**src/usmt_pkg.sv**
```systemverilog
/*
  Shared constants for the serial transceiver: register offsets, field positions,
  reset values, oversampling counts and the one-hot state codes.
  Assumes a byte-addressed register port with one 32-bit word per register.
*/
`default_nettype none
package usmt_pkg;
  // register offsets
  localparam logic [7:0] OFS_STATUS = 8'h00;
  localparam logic [7:0] OFS_DATA = 8'h04;
  localparam logic [7:0] OFS_BAUD = 8'h08;
  localparam logic [7:0] OFS_CTRL1 = 8'h0C;
  localparam logic [7:0] OFS_CTRL2 = 8'h10;
  localparam logic [7:0] OFS_CTRL3 = 8'h14;
  localparam logic [7:0] OFS_GUARD = 8'h18;
  // status field positions and reset value
  localparam int ST_PARITY = 0, ST_FRAMING = 1, ST_NOISE = 2, ST_OVERRUN = 3, ST_IDLE = 4;
  localparam int ST_RXFULL = 5, ST_TXDONE = 6, ST_TXEMPTY = 7, ST_BREAK = 8, ST_CTS = 9;
  localparam logic [9:0] STATUS_RESET = 10'h0C0;
  // control 1 field positions
  localparam int C1_SEND_BREAK = 0, C1_RECEIVER_ON = 2, C1_TRANSMITTER_ON = 3;
  localparam int C1_IDLE_IRQ = 4, C1_RX_IRQ = 5, C1_TXDONE_IRQ = 6, C1_TXEMPTY_IRQ = 7;
  localparam int C1_PARITY_IRQ = 8, C1_ODD_PARITY = 9, C1_PARITY_ON = 10;
  localparam int C1_NINE_BITS = 12, C1_ENABLE = 13;
  // control 2 field positions
  localparam int C2_BREAK_IRQ = 6, C2_LAST_BIT_CLK = 8, C2_CLK_PHASE = 9, C2_CLK_POL = 10;
  localparam int C2_SYNC_CLK_EN = 11, C2_STOP_LO = 12, C2_STOP_HI = 13, C2_LIN_EN = 14;
  // control 3 field positions
  localparam int C3_ERROR_IRQ = 0, C3_INFRARED = 1, C3_SINGLE_WIRE = 3, C3_SMARTCARD = 5;
  localparam int C3_DMA_RX = 6, C3_DMA_TX = 7, C3_CTS_EN = 9, C3_CTS_IRQ = 10;
  // guard/prescaler register fields
  localparam int GP_PRESC_LO = 0, GP_PRESC_HI = 4, GP_GUARD_LO = 8, GP_GUARD_HI = 15;
  // oversampling: sixteen ticks per bit
  localparam logic [16:0] ACC_STEP = 17'h00010;
  localparam logic [5:0] TICKS_BIT = 6'h10;
  localparam logic [5:0] TICK_MID = 6'h08;
  localparam logic [5:0] STOP_TK_1 = 6'h10;
  localparam logic [5:0] STOP_TK_HALF = 6'h08;
  localparam logic [5:0] STOP_TK_2 = 6'h20;
  localparam logic [5:0] STOP_TK_ONEHALF = 6'h18;
  localparam logic [3:0] WORD_8 = 4'h8;
  localparam logic [3:0] WORD_9 = 4'h9;
  localparam logic [3:0] IDLE_FRAME_8 = 4'hA;
  localparam logic [3:0] IDLE_FRAME_9 = 4'hB;
  typedef enum logic [6:0] {
    TXS_IDLE = 7'h01, TXS_PREAMBLE = 7'h02, TXS_BREAK = 7'h04, TXS_START = 7'h08,
    TXS_DATA = 7'h10, TXS_STOP = 7'h20, TXS_GUARD = 7'h40
  } usmt_txst_t;
  typedef enum logic [5:0] {
    RXS_IDLE = 6'h01, RXS_START = 6'h02, RXS_DATA = 6'h04, RXS_STOP = 6'h08,
    RXS_NACK = 6'h10, RXS_WAITHI = 6'h20
  } usmt_rxst_t;
endpackage : usmt_pkg
`default_nettype wire

```
**src/usmt_top.sv**
```systemverilog
/*
  Multimode serial transceiver: fractional baud generator, transmitter, receiver,
  synchronous clock output, single-wire, smart-card and infrared line handling.
  Assumes inputs synchronous to CLK and a master on the plain register port.
*/
`timescale 1ns/1ps
`default_nettype none
module usmt_top #(
  parameter int ADDR_W = 8
) (
  input wire logic CLK,
  input wire logic RST_N,
  input wire logic [ADDR_W-1:0] ADDR,
  input wire logic [31:0] WDATA,
  input wire logic WR,
  input wire logic RD,
  output logic [31:0] RDATA,
  input wire logic RX_I,
  input wire logic TX_I,
  output logic TX_O,
  output logic TX_OE,
  input wire logic CTS_N,
  output logic SERIAL_CLOCK_PIN,
  output logic DMA_TX_REQ,
  output logic DMA_RX_REQ,
  output logic IRQ
);
  import usmt_pkg::*;

  typedef struct packed {
    logic [15:0] baud;
    logic [13:0] ctrl1;
    logic [14:0] ctrl2;
    logic [10:0] ctrl3;
    logic [15:0] guard;
    logic [9:0] stat;
    logic stat_rd;
    logic [31:0] rdata;
    logic [8:0] tdr;
    logic [8:0] rdr;
    logic [16:0] acc;
    usmt_txst_t txs;
    logic [5:0] tx_tk;
    logic [3:0] tx_bit;
    logic [8:0] tx_sh;
    logic [7:0] tx_gt;
    logic tx_on_q;
    logic tx_word;
    usmt_rxst_t rxs;
    logic [5:0] rx_tk;
    logic [3:0] rx_bit;
    logic [8:0] rx_sh;
    logic [2:0] votes;
    logic rx_noise;
    logic [3:0] idle_bits;
    logic idle_arm;
    logic [4:0] sc_cnt;
    logic sc_clk;
    logic cts_prev;
    logic line;
    logic pin_o;
    logic pin_oe;
    logic ck;
  } usmt_state_t;

  usmt_state_t s_q, s_d;
  logic tick;
  logic [16:0] acc_sum;
  logic rx_in;
  logic [3:0] wlen;
  logic [3:0] frame_len;
  logic [5:0] stop_tk;
  logic tx_par;
  logic rx_bitv;
  logic [8:0] rx_word;
  logic open_drain;
  logic wr_data;

  // refuse an address port too narrow for the map
  generate
    if (ADDR_W < 8)
    begin : g_addr_check
      $error("usmt_top: ADDR_W must be at least 8");
    end
  endgenerate

  // handshake outputs stay combinational
  assign DMA_TX_REQ = s_q.ctrl3[C3_DMA_TX] & s_q.stat[ST_TXEMPTY];
  assign DMA_RX_REQ = s_q.ctrl3[C3_DMA_RX] & s_q.stat[ST_RXFULL];
  assign IRQ = (s_q.stat[ST_TXEMPTY] & s_q.ctrl1[C1_TXEMPTY_IRQ])
             | (s_q.stat[ST_CTS] & s_q.ctrl3[C3_CTS_IRQ])
             | (s_q.stat[ST_TXDONE] & s_q.ctrl1[C1_TXDONE_IRQ])
             | ((s_q.stat[ST_RXFULL] | s_q.stat[ST_OVERRUN]) & s_q.ctrl1[C1_RX_IRQ])
             | (s_q.stat[ST_IDLE] & s_q.ctrl1[C1_IDLE_IRQ])
             | (s_q.stat[ST_PARITY] & s_q.ctrl1[C1_PARITY_IRQ])
             | (s_q.stat[ST_BREAK] & s_q.ctrl2[C2_BREAK_IRQ])
             | (s_q.ctrl3[C3_ERROR_IRQ] & s_q.ctrl3[C3_DMA_RX]
                & (s_q.stat[ST_NOISE] | s_q.stat[ST_OVERRUN] | s_q.stat[ST_FRAMING]));
  // data outputs straight from flip-flops
  assign RDATA = s_q.rdata;
  assign TX_O = s_q.pin_o;
  assign TX_OE = s_q.pin_oe;
  assign SERIAL_CLOCK_PIN = s_q.ck;

  // next-state logic; bus clears are applied before engine sets so sets win
  always_comb
  begin
    s_d = s_q;
    wr_data = WR && (ADDR[7:0] == OFS_DATA);
    open_drain = s_q.ctrl3[C3_SINGLE_WIRE] | s_q.ctrl3[C3_SMARTCARD];
    wlen = s_q.ctrl1[C1_NINE_BITS] ? WORD_9 : WORD_8;
    frame_len = s_q.ctrl1[C1_NINE_BITS] ? IDLE_FRAME_9 : IDLE_FRAME_8;
    case ({s_q.ctrl2[C2_STOP_HI], s_q.ctrl2[C2_STOP_LO]})
      2'h1: stop_tk = STOP_TK_HALF;
      2'h2: stop_tk = STOP_TK_2;
      2'h3: stop_tk = STOP_TK_ONEHALF;
      default: stop_tk = STOP_TK_1;
    endcase
    // single-wire and smart-card listen on the transmit pin
    if (open_drain)
      rx_in = TX_I;
    else
      rx_in = RX_I;
    if (s_q.ctrl3[C3_INFRARED] && (s_q.txs != TXS_IDLE))
      rx_in = 1'b1;
    // fractional divisor: step of sixteen against 16*int+frac
    acc_sum = s_q.acc + ACC_STEP;
    tick = (s_q.baud != 16'h0000) && (acc_sum >= {1'b0, s_q.baud});
    if (tick)
      s_d.acc = acc_sum - {1'b0, s_q.baud};
    else if (s_q.baud == 16'h0000)
      s_d.acc = 17'h00000;
    else
      s_d.acc = acc_sum;
    tx_par = (s_q.ctrl1[C1_NINE_BITS] ? (^s_q.tdr[7:0]) : (^s_q.tdr[6:0]))
             ^ s_q.ctrl1[C1_ODD_PARITY];
    rx_bitv = (s_q.votes[0] & s_q.votes[1]) | (s_q.votes[1] & s_q.votes[2])
              | (s_q.votes[0] & s_q.votes[2]);
    rx_word = s_q.ctrl1[C1_NINE_BITS] ? s_q.rx_sh : {1'b0, s_q.rx_sh[8:1]};

    // register port
    if (WR)
    begin
      case (ADDR[7:0])
        OFS_STATUS:
        begin
          // write-zero clears on the software-cleared flags
          s_d.stat[ST_TXDONE] = s_q.stat[ST_TXDONE] & WDATA[ST_TXDONE];
          s_d.stat[ST_RXFULL] = s_q.stat[ST_RXFULL] & WDATA[ST_RXFULL];
          s_d.stat[ST_BREAK] = s_q.stat[ST_BREAK] & WDATA[ST_BREAK];
          s_d.stat[ST_CTS] = s_q.stat[ST_CTS] & WDATA[ST_CTS];
        end
        OFS_DATA:
        begin
          s_d.tdr = WDATA[8:0];
          s_d.stat[ST_TXEMPTY] = 1'b0;
          if (s_q.stat_rd)
            s_d.stat[ST_TXDONE] = 1'b0;
        end
        OFS_BAUD: s_d.baud = WDATA[15:0];
        OFS_CTRL1: s_d.ctrl1 = WDATA[13:0];
        OFS_CTRL2:
        begin
          // clock shape bits are frozen while either direction is on
          if (!s_q.ctrl1[C1_TRANSMITTER_ON] && !s_q.ctrl1[C1_RECEIVER_ON])
            s_d.ctrl2 = WDATA[14:0];
          else
            s_d.ctrl2 = {WDATA[14:11], s_q.ctrl2[10:8], WDATA[7:0]};
        end
        OFS_CTRL3: s_d.ctrl3 = WDATA[10:0];
        OFS_GUARD: s_d.guard = WDATA[15:0];
        default: s_d.stat_rd = s_q.stat_rd;
      endcase
    end
    if (RD)
    begin
      case (ADDR[7:0])
        OFS_STATUS: s_d.rdata = {22'h000000, s_q.stat};
        OFS_DATA: s_d.rdata = {23'h000000, s_q.rdr};
        OFS_BAUD: s_d.rdata = {16'h0000, s_q.baud};
        OFS_CTRL1: s_d.rdata = {18'h00000, s_q.ctrl1};
        OFS_CTRL2: s_d.rdata = {17'h00000, s_q.ctrl2};
        OFS_CTRL3: s_d.rdata = {21'h000000, s_q.ctrl3};
        OFS_GUARD: s_d.rdata = {16'h0000, s_q.guard};
        default: s_d.rdata = 32'h00000000;
      endcase
      if (ADDR[7:0] == OFS_STATUS)
        s_d.stat_rd = 1'b1;
      if (ADDR[7:0] == OFS_DATA)
      begin
        s_d.stat[ST_RXFULL] = 1'b0;
        s_d.stat_rd = 1'b0;
        if (s_q.stat_rd)
        begin
          // status-then-data read sequence clears the error group
          s_d.stat[ST_PARITY] = 1'b0;
          s_d.stat[ST_FRAMING] = 1'b0;
          s_d.stat[ST_NOISE] = 1'b0;
          s_d.stat[ST_OVERRUN] = 1'b0;
          s_d.stat[ST_IDLE] = 1'b0;
        end
      end
    end

    // clear-to-send change detect
    s_d.cts_prev = CTS_N;
    if (s_q.ctrl3[C3_CTS_EN] && (CTS_N != s_q.cts_prev))
      s_d.stat[ST_CTS] = 1'b1;

    // smart-card clock: toggles every prescaler clocks, period twice that
    if (s_q.ctrl3[C3_SMARTCARD] && (s_q.guard[GP_PRESC_HI:GP_PRESC_LO] != 5'h00))
    begin
      if (s_q.sc_cnt + 5'h01 >= s_q.guard[GP_PRESC_HI:GP_PRESC_LO])
      begin
        s_d.sc_cnt = 5'h00;
        s_d.sc_clk = ~s_q.sc_clk;
      end
      else
        s_d.sc_cnt = s_q.sc_cnt + 5'h01;
    end
    else
    begin
      s_d.sc_cnt = 5'h00;
      s_d.sc_clk = 1'b0;
    end

    // transmitter, advanced once per oversampling tick
    if (!s_q.ctrl1[C1_ENABLE] || !s_q.ctrl1[C1_TRANSMITTER_ON])
    begin
      s_d.txs = TXS_IDLE;
      s_d.tx_on_q = 1'b0;
      s_d.line = 1'b1;
    end
    else if (tick)
    begin
      s_d.tx_tk = s_q.tx_tk + 6'h01;
      case (s_q.txs)
        TXS_IDLE:
        begin
          s_d.tx_tk = 6'h00;
          s_d.tx_bit = 4'h0;
          s_d.line = 1'b1;
          s_d.tx_on_q = 1'b1;
          if (!s_q.tx_on_q)
            s_d.txs = TXS_PREAMBLE;
          else if (s_q.ctrl1[C1_SEND_BREAK])
          begin
            s_d.txs = TXS_BREAK;
            s_d.line = 1'b0;
          end
          else if (!s_q.stat[ST_TXEMPTY] && !wr_data)
          begin
            // word goes to the shifter at once, also in single-wire mode
            s_d.tx_sh = s_q.tdr;
            if (s_q.ctrl1[C1_PARITY_ON])
            begin
              if (s_q.ctrl1[C1_NINE_BITS])
                s_d.tx_sh[8] = tx_par;
              else
                s_d.tx_sh[7] = tx_par;
            end
            s_d.stat[ST_TXEMPTY] = 1'b1;
            s_d.tx_word = 1'b1;
            s_d.txs = TXS_START;
            s_d.line = 1'b0;
          end
        end
        TXS_PREAMBLE, TXS_BREAK:
        begin
          if (s_q.tx_tk == TICKS_BIT - 6'h01)
          begin
            s_d.tx_tk = 6'h00;
            s_d.tx_bit = s_q.tx_bit + 4'h1;
            if (s_q.tx_bit + 4'h1 == frame_len)
            begin
              s_d.line = 1'b1;
              s_d.tx_bit = 4'h0;
              s_d.tx_word = 1'b0;
              if (s_q.txs == TXS_BREAK)
              begin
                s_d.ctrl1[C1_SEND_BREAK] = 1'b0;
                s_d.txs = TXS_STOP;
              end
              else
                s_d.txs = TXS_IDLE;
            end
          end
        end
        TXS_START:
        begin
          if (s_q.tx_tk == TICKS_BIT - 6'h01)
          begin
            s_d.tx_tk = 6'h00;
            s_d.txs = TXS_DATA;
            s_d.line = s_q.tx_sh[0];
          end
        end
        TXS_DATA:
        begin
          if (s_q.tx_tk == TICKS_BIT - 6'h01)
          begin
            s_d.tx_tk = 6'h00;
            s_d.tx_bit = s_q.tx_bit + 4'h1;
            if (s_q.tx_bit + 4'h1 == wlen)
            begin
              s_d.txs = TXS_STOP;
              s_d.line = 1'b1;
            end
            else
              s_d.line = s_q.tx_sh[s_q.tx_bit + 4'h1];
          end
        end
        TXS_STOP:
        begin
          // card pulls the line mid stop bit to refuse the frame
          if (s_q.ctrl3[C3_SMARTCARD] && (s_q.tx_tk == TICK_MID) && !TX_I)
            s_d.stat[ST_FRAMING] = 1'b1;
          if (s_q.tx_tk == stop_tk - 6'h01)
          begin
            s_d.tx_tk = 6'h00;
            s_d.tx_gt = 8'h00;
            if (s_q.ctrl3[C3_SMARTCARD] && (s_q.guard[GP_GUARD_HI:GP_GUARD_LO] != 8'h00))
              s_d.txs = TXS_GUARD;
            else
            begin
              s_d.txs = TXS_IDLE;
              if (s_q.tx_word && s_q.stat[ST_TXEMPTY])
                s_d.stat[ST_TXDONE] = 1'b1;
            end
          end
        end
        TXS_GUARD:
        begin
          if (s_q.tx_tk == TICKS_BIT - 6'h01)
          begin
            s_d.tx_tk = 6'h00;
            s_d.tx_gt = s_q.tx_gt + 8'h01;
            if (s_q.tx_gt + 8'h01 == s_q.guard[GP_GUARD_HI:GP_GUARD_LO])
            begin
              s_d.txs = TXS_IDLE;
              if (s_q.stat[ST_TXEMPTY])
                s_d.stat[ST_TXDONE] = 1'b1;
            end
          end
        end
        default: s_d.txs = TXS_IDLE;
      endcase
    end

    // receiver, sampling at sixteen times the bit rate
    if (!s_q.ctrl1[C1_ENABLE] || !s_q.ctrl1[C1_RECEIVER_ON])
      s_d.rxs = RXS_IDLE;
    else if (tick)
    begin
      s_d.rx_tk = s_q.rx_tk + 6'h01;
      if ((s_q.rx_tk == TICK_MID - 6'h01) || (s_q.rx_tk == TICK_MID)
          || (s_q.rx_tk == TICK_MID + 6'h01))
        s_d.votes = {s_q.votes[1:0], rx_in};
      case (s_q.rxs)
        RXS_IDLE:
        begin
          s_d.rx_tk = 6'h00;
          s_d.rx_bit = 4'h0;
          if (!rx_in)
          begin
            s_d.rxs = RXS_START;
            s_d.rx_noise = 1'b0;
            s_d.idle_bits = 4'h0;
          end
          else if (s_q.idle_arm && (s_q.rx_tk == 6'h00))
          begin
            // idle counts whole quiet frames, once per received word
            s_d.rx_tk = 6'h01;
          end
          else if (s_q.idle_arm && (s_q.rx_tk == TICKS_BIT - 6'h01))
          begin
            s_d.idle_bits = s_q.idle_bits + 4'h1;
            if (s_q.idle_bits + 4'h1 == frame_len)
            begin
              s_d.stat[ST_IDLE] = 1'b1;
              s_d.idle_arm = 1'b0;
            end
          end
          else if (s_q.idle_arm)
            s_d.rx_tk = s_q.rx_tk + 6'h01;
        end
        RXS_START:
        begin
          if ((s_q.rx_tk == TICK_MID) && rx_in)
            s_d.rxs = RXS_IDLE;
          else if (s_q.rx_tk == TICKS_BIT - 6'h01)
          begin
            s_d.rx_tk = 6'h00;
            s_d.rxs = RXS_DATA;
          end
        end
        RXS_DATA:
        begin
          if (s_q.rx_tk == TICKS_BIT - 6'h01)
          begin
            s_d.rx_tk = 6'h00;
            // infrared receive level is taken as is: high is one
            s_d.rx_sh = {rx_bitv, s_q.rx_sh[8:1]};
            if (s_q.votes != 3'h0 && s_q.votes != 3'h7)
              s_d.rx_noise = 1'b1;
            s_d.rx_bit = s_q.rx_bit + 4'h1;
            if (s_q.rx_bit + 4'h1 == wlen)
              s_d.rxs = RXS_STOP;
          end
        end
        RXS_STOP:
        begin
          // one tick after the last vote, so all three stop votes are fresh
          if (s_q.rx_tk == TICK_MID + 6'h02)
          begin
            s_d.rx_tk = 6'h00;
            s_d.rxs = RXS_WAITHI;
            s_d.idle_arm = 1'b1;
            if (s_q.stat[ST_RXFULL])
              s_d.stat[ST_OVERRUN] = 1'b1; // keeps the unread word
            else
            begin
              s_d.rdr = rx_word;
              s_d.stat[ST_RXFULL] = 1'b1;
            end
            if (s_q.ctrl1[C1_PARITY_ON] && ((^rx_word) ^ s_q.ctrl1[C1_ODD_PARITY]))
            begin
              s_d.stat[ST_PARITY] = 1'b1;
              if (s_q.ctrl3[C3_SMARTCARD])
                s_d.rxs = RXS_NACK;
            end
            if (!rx_bitv)
            begin
              s_d.stat[ST_FRAMING] = 1'b1;
              if (s_q.ctrl2[C2_LIN_EN] && (rx_word == 9'h000))
                s_d.stat[ST_BREAK] = 1'b1;
            end
            if (s_q.rx_noise || (s_q.votes != 3'h0 && s_q.votes != 3'h7))
              s_d.stat[ST_NOISE] = 1'b1;
          end
        end
        RXS_NACK:
        begin
          if (s_q.rx_tk == TICKS_BIT - 6'h01)
          begin
            s_d.rx_tk = 6'h00;
            s_d.rxs = RXS_WAITHI;
          end
        end
        RXS_WAITHI:
        begin
          // own pull-down is never mistaken for a new start bit
          s_d.rx_tk = 6'h00;
          if (rx_in)
            s_d.rxs = RXS_IDLE;
        end
        default: s_d.rxs = RXS_IDLE;
      endcase
    end

    // transmit pin: open-drain without infrared only ever pulls low
    s_d.pin_o = s_d.line;
    s_d.pin_oe = 1'b1;
    if (s_d.rxs == RXS_NACK)
      s_d.pin_o = 1'b0;
    if (s_q.ctrl3[C3_INFRARED])
    begin
      if (s_q.rxs != RXS_IDLE && s_q.rxs != RXS_WAITHI)
        s_d.pin_o = 1'b0;
      else
        s_d.pin_o = ~s_d.line;
    end
    else if (open_drain)
    begin
      s_d.pin_oe = ~s_d.pin_o;
      s_d.pin_o = 1'b0;
    end

    // clock pin: card clock, or bit clock only across data bits
    s_d.ck = s_q.ctrl2[C2_CLK_POL];
    if (s_q.ctrl3[C3_SMARTCARD] && s_q.ctrl2[C2_SYNC_CLK_EN])
      s_d.ck = s_q.sc_clk;
    else if (s_q.ctrl2[C2_SYNC_CLK_EN] && (s_d.txs == TXS_DATA)
             && (s_q.ctrl2[C2_LAST_BIT_CLK] || (s_d.tx_bit != wlen - 4'h1)))
      s_d.ck = s_q.ctrl2[C2_CLK_POL]
               ^ (s_q.ctrl2[C2_CLK_PHASE] ^ (s_d.tx_tk >= TICK_MID));
  end

  // the whole state registers here; synchronous reset
  always_ff @(posedge CLK)
  begin
    if (!RST_N)
    begin
      s_q <= '0;
      s_q.stat <= STATUS_RESET;
      s_q.txs <= TXS_IDLE;
      s_q.rxs <= RXS_IDLE;
      s_q.line <= 1'b1;
      s_q.pin_o <= 1'b1;
      s_q.pin_oe <= 1'b1;
      s_q.cts_prev <= 1'b1;
    end
    else
      s_q <= s_d;
  end
endmodule : usmt_top
`default_nettype wire

```
**config.mk**
```make
export PLATFORM = sky130hd
export DESIGN_NAME = usmt_top
export DESIGN_NICKNAME = d
export VERILOG_FILES = /design/src/usmt_pkg.sv /design/src/usmt_top.sv
export SDC_FILE = /design/constraint.sdc
export NUM_CORES = 1
export LEC_CHECK = 0
export ABC_CLOCK_PERIOD_IN_PS = 5800
export BUFFER_PORTS_ARGS = -buffer_cell sky130_fd_sc_hd__buf_2
export CORE_UTILIZATION = 30
export CTS_BUF_LIST = sky130_fd_sc_hd__clkbuf_4
export DETAILED_ROUTE_END_ITERATION = 8
export PLACE_DENSITY_LB_ADDON = 0.08
export SKIP_CTS_REPAIR_TIMING = 1
export SLEW_MARGIN = 20
export SYNTH_ARGS = -nofsm -noshare
export SYNTH_HDL_FRONTEND = slang
export SYNTH_SLANG_ARGS = --single-unit
```
**constraint.sdc**
```tcl
create_clock -name CLK -period 5.8 [get_ports CLK]
set_input_delay 0.58 -clock CLK [delete_from_list [all_inputs] [get_ports CLK]]
set_output_delay 0.58 -clock CLK [all_outputs]
set_load 0.01 [all_outputs]
```
==> results.py <==
metrics = {
    "run_status": {
        "status": "finished, final reports clean",
    },
    "logic_synthesis": {
        "synth_area_per_cell_um2": 7.74,
        "ys_seq_area_share_pct": 35.2,
        "netlist_area_um2": 12200,
        "synth_ff_type": "dfxtp_1",
        "synthCells": 1579,
        "yosysUniqueCellTypes": 90,
        "ys_async_sr_fraction_pct": 0,
        "ys_seq_elements": 215,
        "synth-edff-count": 0,
        "yosys_warnings": 0,
    },
    "worst_setup_path": {
        "critPathKind": "register to register",
        "cp_max_fo": 9,
        "crit_arrival_ns": 5.74,
        "required_ns": 6.40,
        "end_kind": "register",
        "crit_path_start_kind": "register",
    },
    "floorplan": {
        "core_um2": 40000,
        "die_height_um": 204,
        "fp.dieW_um": 204,
        "io_pins": 85,
        "fp-row-count": 73,
        "dieArea_um2": 41600,
        "initial_utilization_pct": 30.6,
    },
    "detailed_routing": {
        "ant_nets": 0,
        "num_vias": 11400,
        "avgRoutedWirePerCell_um": 19.3,
        "drt_wl_total_mm": 42.0,
        "vias_per_cell": 5.23,
        "dr.pass1.iters": 5,
        "drc": 0,
        "first_iter_violations": 841,
    },
    "layout": {
        "fin_nets": 1700,
        "drive_gt1_share_pct": 12.0,
        "instances_no_fill": 2183,
        "layout_common_cells": "nand2_1 (260), dfxtp_1 (215), a21oi_1 (199), nor2_1 (160), clkbuf_4 (95)",
        "areaGrowthSynthToFinish_pct": 10.8,
        "utilization_pct": 33.9,
        "final_common_cell": "nand2_1",
    },
    "timing": {
        "finalSetupViolations": 0,
        "fmax_mhz": 195,
        "tightest_slew_ns": 1.11,
        "drv_slew": 0,
        "fin_crit_ns": 5.14,
        "slew_headroom_pct": 26.1,
        "skew_ns": 0.0320,
        "tns_ns": 0,
        "finalHoldViolCount": 0,
        "finalCritPeriodShare_pct": 88.6,
        "rsz0062_at_grt": "no",
    },
    "power": {
        "power_density_nw_per_um2": 224,
        "ir_worst_vdd_v": 0.000113,
        "power.leakage_nw": 4.79,
    },
    "flow_run": {
        "drv_cap": 0,
    },
    "placement": {
        "dp_cells": 2071,
        "place_hpwl_mm": 29.9,
        "place_congestion": 0.833,
        "io_buffer_count": 52,
    },
    "global_route": {
        "grt_pass1_wl_mm": 65.9,
        "grt_pass1_vias": 11100,
        "track_usage_pct": 20.6,
        "grt_overflow_total": 0,
        "antenna_found_initial": 2,
        "grt_max_degree": 146,
    },
    "clock_network": {
        "htreeDepth": 3,
        "cts_sinks": 215,
        "clk_path_buf_depth": 3,
        "clk_pin_slew_ns": 0.06,
        "cts_root_buf": "clkbuf_4",
        "tritoncts": "done",
        "numCtsBuffers": 67,
        "worstSkewPairLatency_ns": 0.72,
    },
    "min_path": {
        "worstHoldPathType": "input port to register",
    },
}
## cells in the mapped netlist (6+ instances only)
cell      instances  area share (%)
nand4b_1          6            0.43
xor2_1           27             1.9
clkbuf_1         73             2.2
xnor2_1          40             2.9
nor2b_1          16            0.82
a221oi_1         16             1.1
nand4_1          16            0.82
and2_1           16            0.82
or4_1            11            0.68
nand3_1          57             2.3
dfxtp_1         215              35
buf_2             7            0.29
nand2_1         260             8.0
or3_1            10            0.51
nor3b_1           6            0.37
a311oi_1          6            0.43
buf_4            34             2.1
a21oi_1         199             8.1
o21a_1            7            0.43
a31oi_1          10            0.51
a22oi_1          17             1.0
o21ai_0          52             2.1
ha_1             37             3.8
nor2_1          160             4.9
nor3_1           27             1.1
mux2i_1          38             3.1
and3_1           10            0.51
nand3b_1          7            0.43
nand2b_1         10            0.51
and4_1            6            0.43
a21o_1           10            0.61
inv_1            43             1.3
nor4_1            9            0.46
a211oi_1         17             1.0
## metrics by stage
stage	instance area (um2)	total power, mW	worst slack [ns]	hold WS [ns]
after floorplan	12300	1.57	1.68	0.432
after global placement	12800	1.62	0.737	0.442
after detailed placement	12800	1.62	0.647	0.447
after CTS	13500	3.10	0.634	0.0112
after global routing	13500	3.19	0.380	0.0690
final	13500	3.04	0.661	0.0759
## sequential cells by signal, summed over array words and instances (netlist names)
name	cells
SERIAL_CLOCK_PIN	1
TX_OE	1
s_q	196
RDATA	16
TX_O	1
## final timing paths
kind | slack (ns) | depth (start not counted) | to | start
worst min register to register | 0.46 | 2 | s_q[212] | s_q[212]
worst max-delay path | 0.66 | 16 | SERIAL_CLOCK_PIN | s_q[85]
worst min-delay path | 0.08 | 2 | s_q[4] | CTS_N
worst max register to register | 0.66 | 16 | SERIAL_CLOCK_PIN | s_q[85]
## report_power, final
part | leakage [nW] | switching (mW) | internal, mW
sequential | 1.73 | 0.00142 | 1.48
clock | 0.466 | 0.712 | 0.745
combinational | 2.59 | 0.0807 | 0.0243
total | 4.79 | 0.794 | 2.25
## worst max-delay path, stage by stage, from the launching register on
cell and delay, ns:
dfxtp_1 0.41, ha_1 0.27, nand2_1 0.13, nor2_1 0.16
nand4_1 0.13, xnor2_1 0.19, ha_1 0.41, and4_1 0.24
nand4_1 0.17, nor3_4 0.30, a311o_1 0.61, o21ai_1 0.44
nor3_1 0.28, o22ai_1 0.12, a2111o_1 0.41, or4_1 0.53
o211a_1 0.24
## cell type report
cell class / count / area [um2]
timing repair buffer: 70 / 408
fill: 4356 / 26500
sequential: 215 / 4300
inverter: 44 / 168
clock buffer: 95 / 713
tap: 525 / 657
clock inverter: 15 / 57.6
antenna: 2 / 5.00
multi-input combinational: 1217 / 7240
## logic make-up (layout without fill, tap and decap cells)
kind of cell | count (synthesis) | count (layout) | synth area share [%]
flip-flops | 215 | 215 | 35.2
XOR/XNOR | 68 | 68 | 4.93
other | 1 | 18 | 0.0307
AND/OR/NAND/NOR | 650 | 650 | 25.1
adder cells (fa/ha/maj) | 39 | 39 | 4.03
AO/OA/AOI/OAI | 403 | 403 | 21.0
buffers and inverters | 162 | 224 | 6.15
multiplexers | 41 | 41 | 3.57
## layer usage
| metal | global-route usage (%) | part of all wire (%) | vias to the layer above |
|---|---|---|---|
| met3 | 3.36 | 4.5 | 67 |
| met5 | 0 | 0 | - |
| li1 | - | - | 5656 |
| met1 | 27.9 | 48 | 5406 |
| met4 | 6.98 | 2.3 | 0 |
| met2 | 32.9 | 45 | 288 |
(Power assumes the default switching activity.)
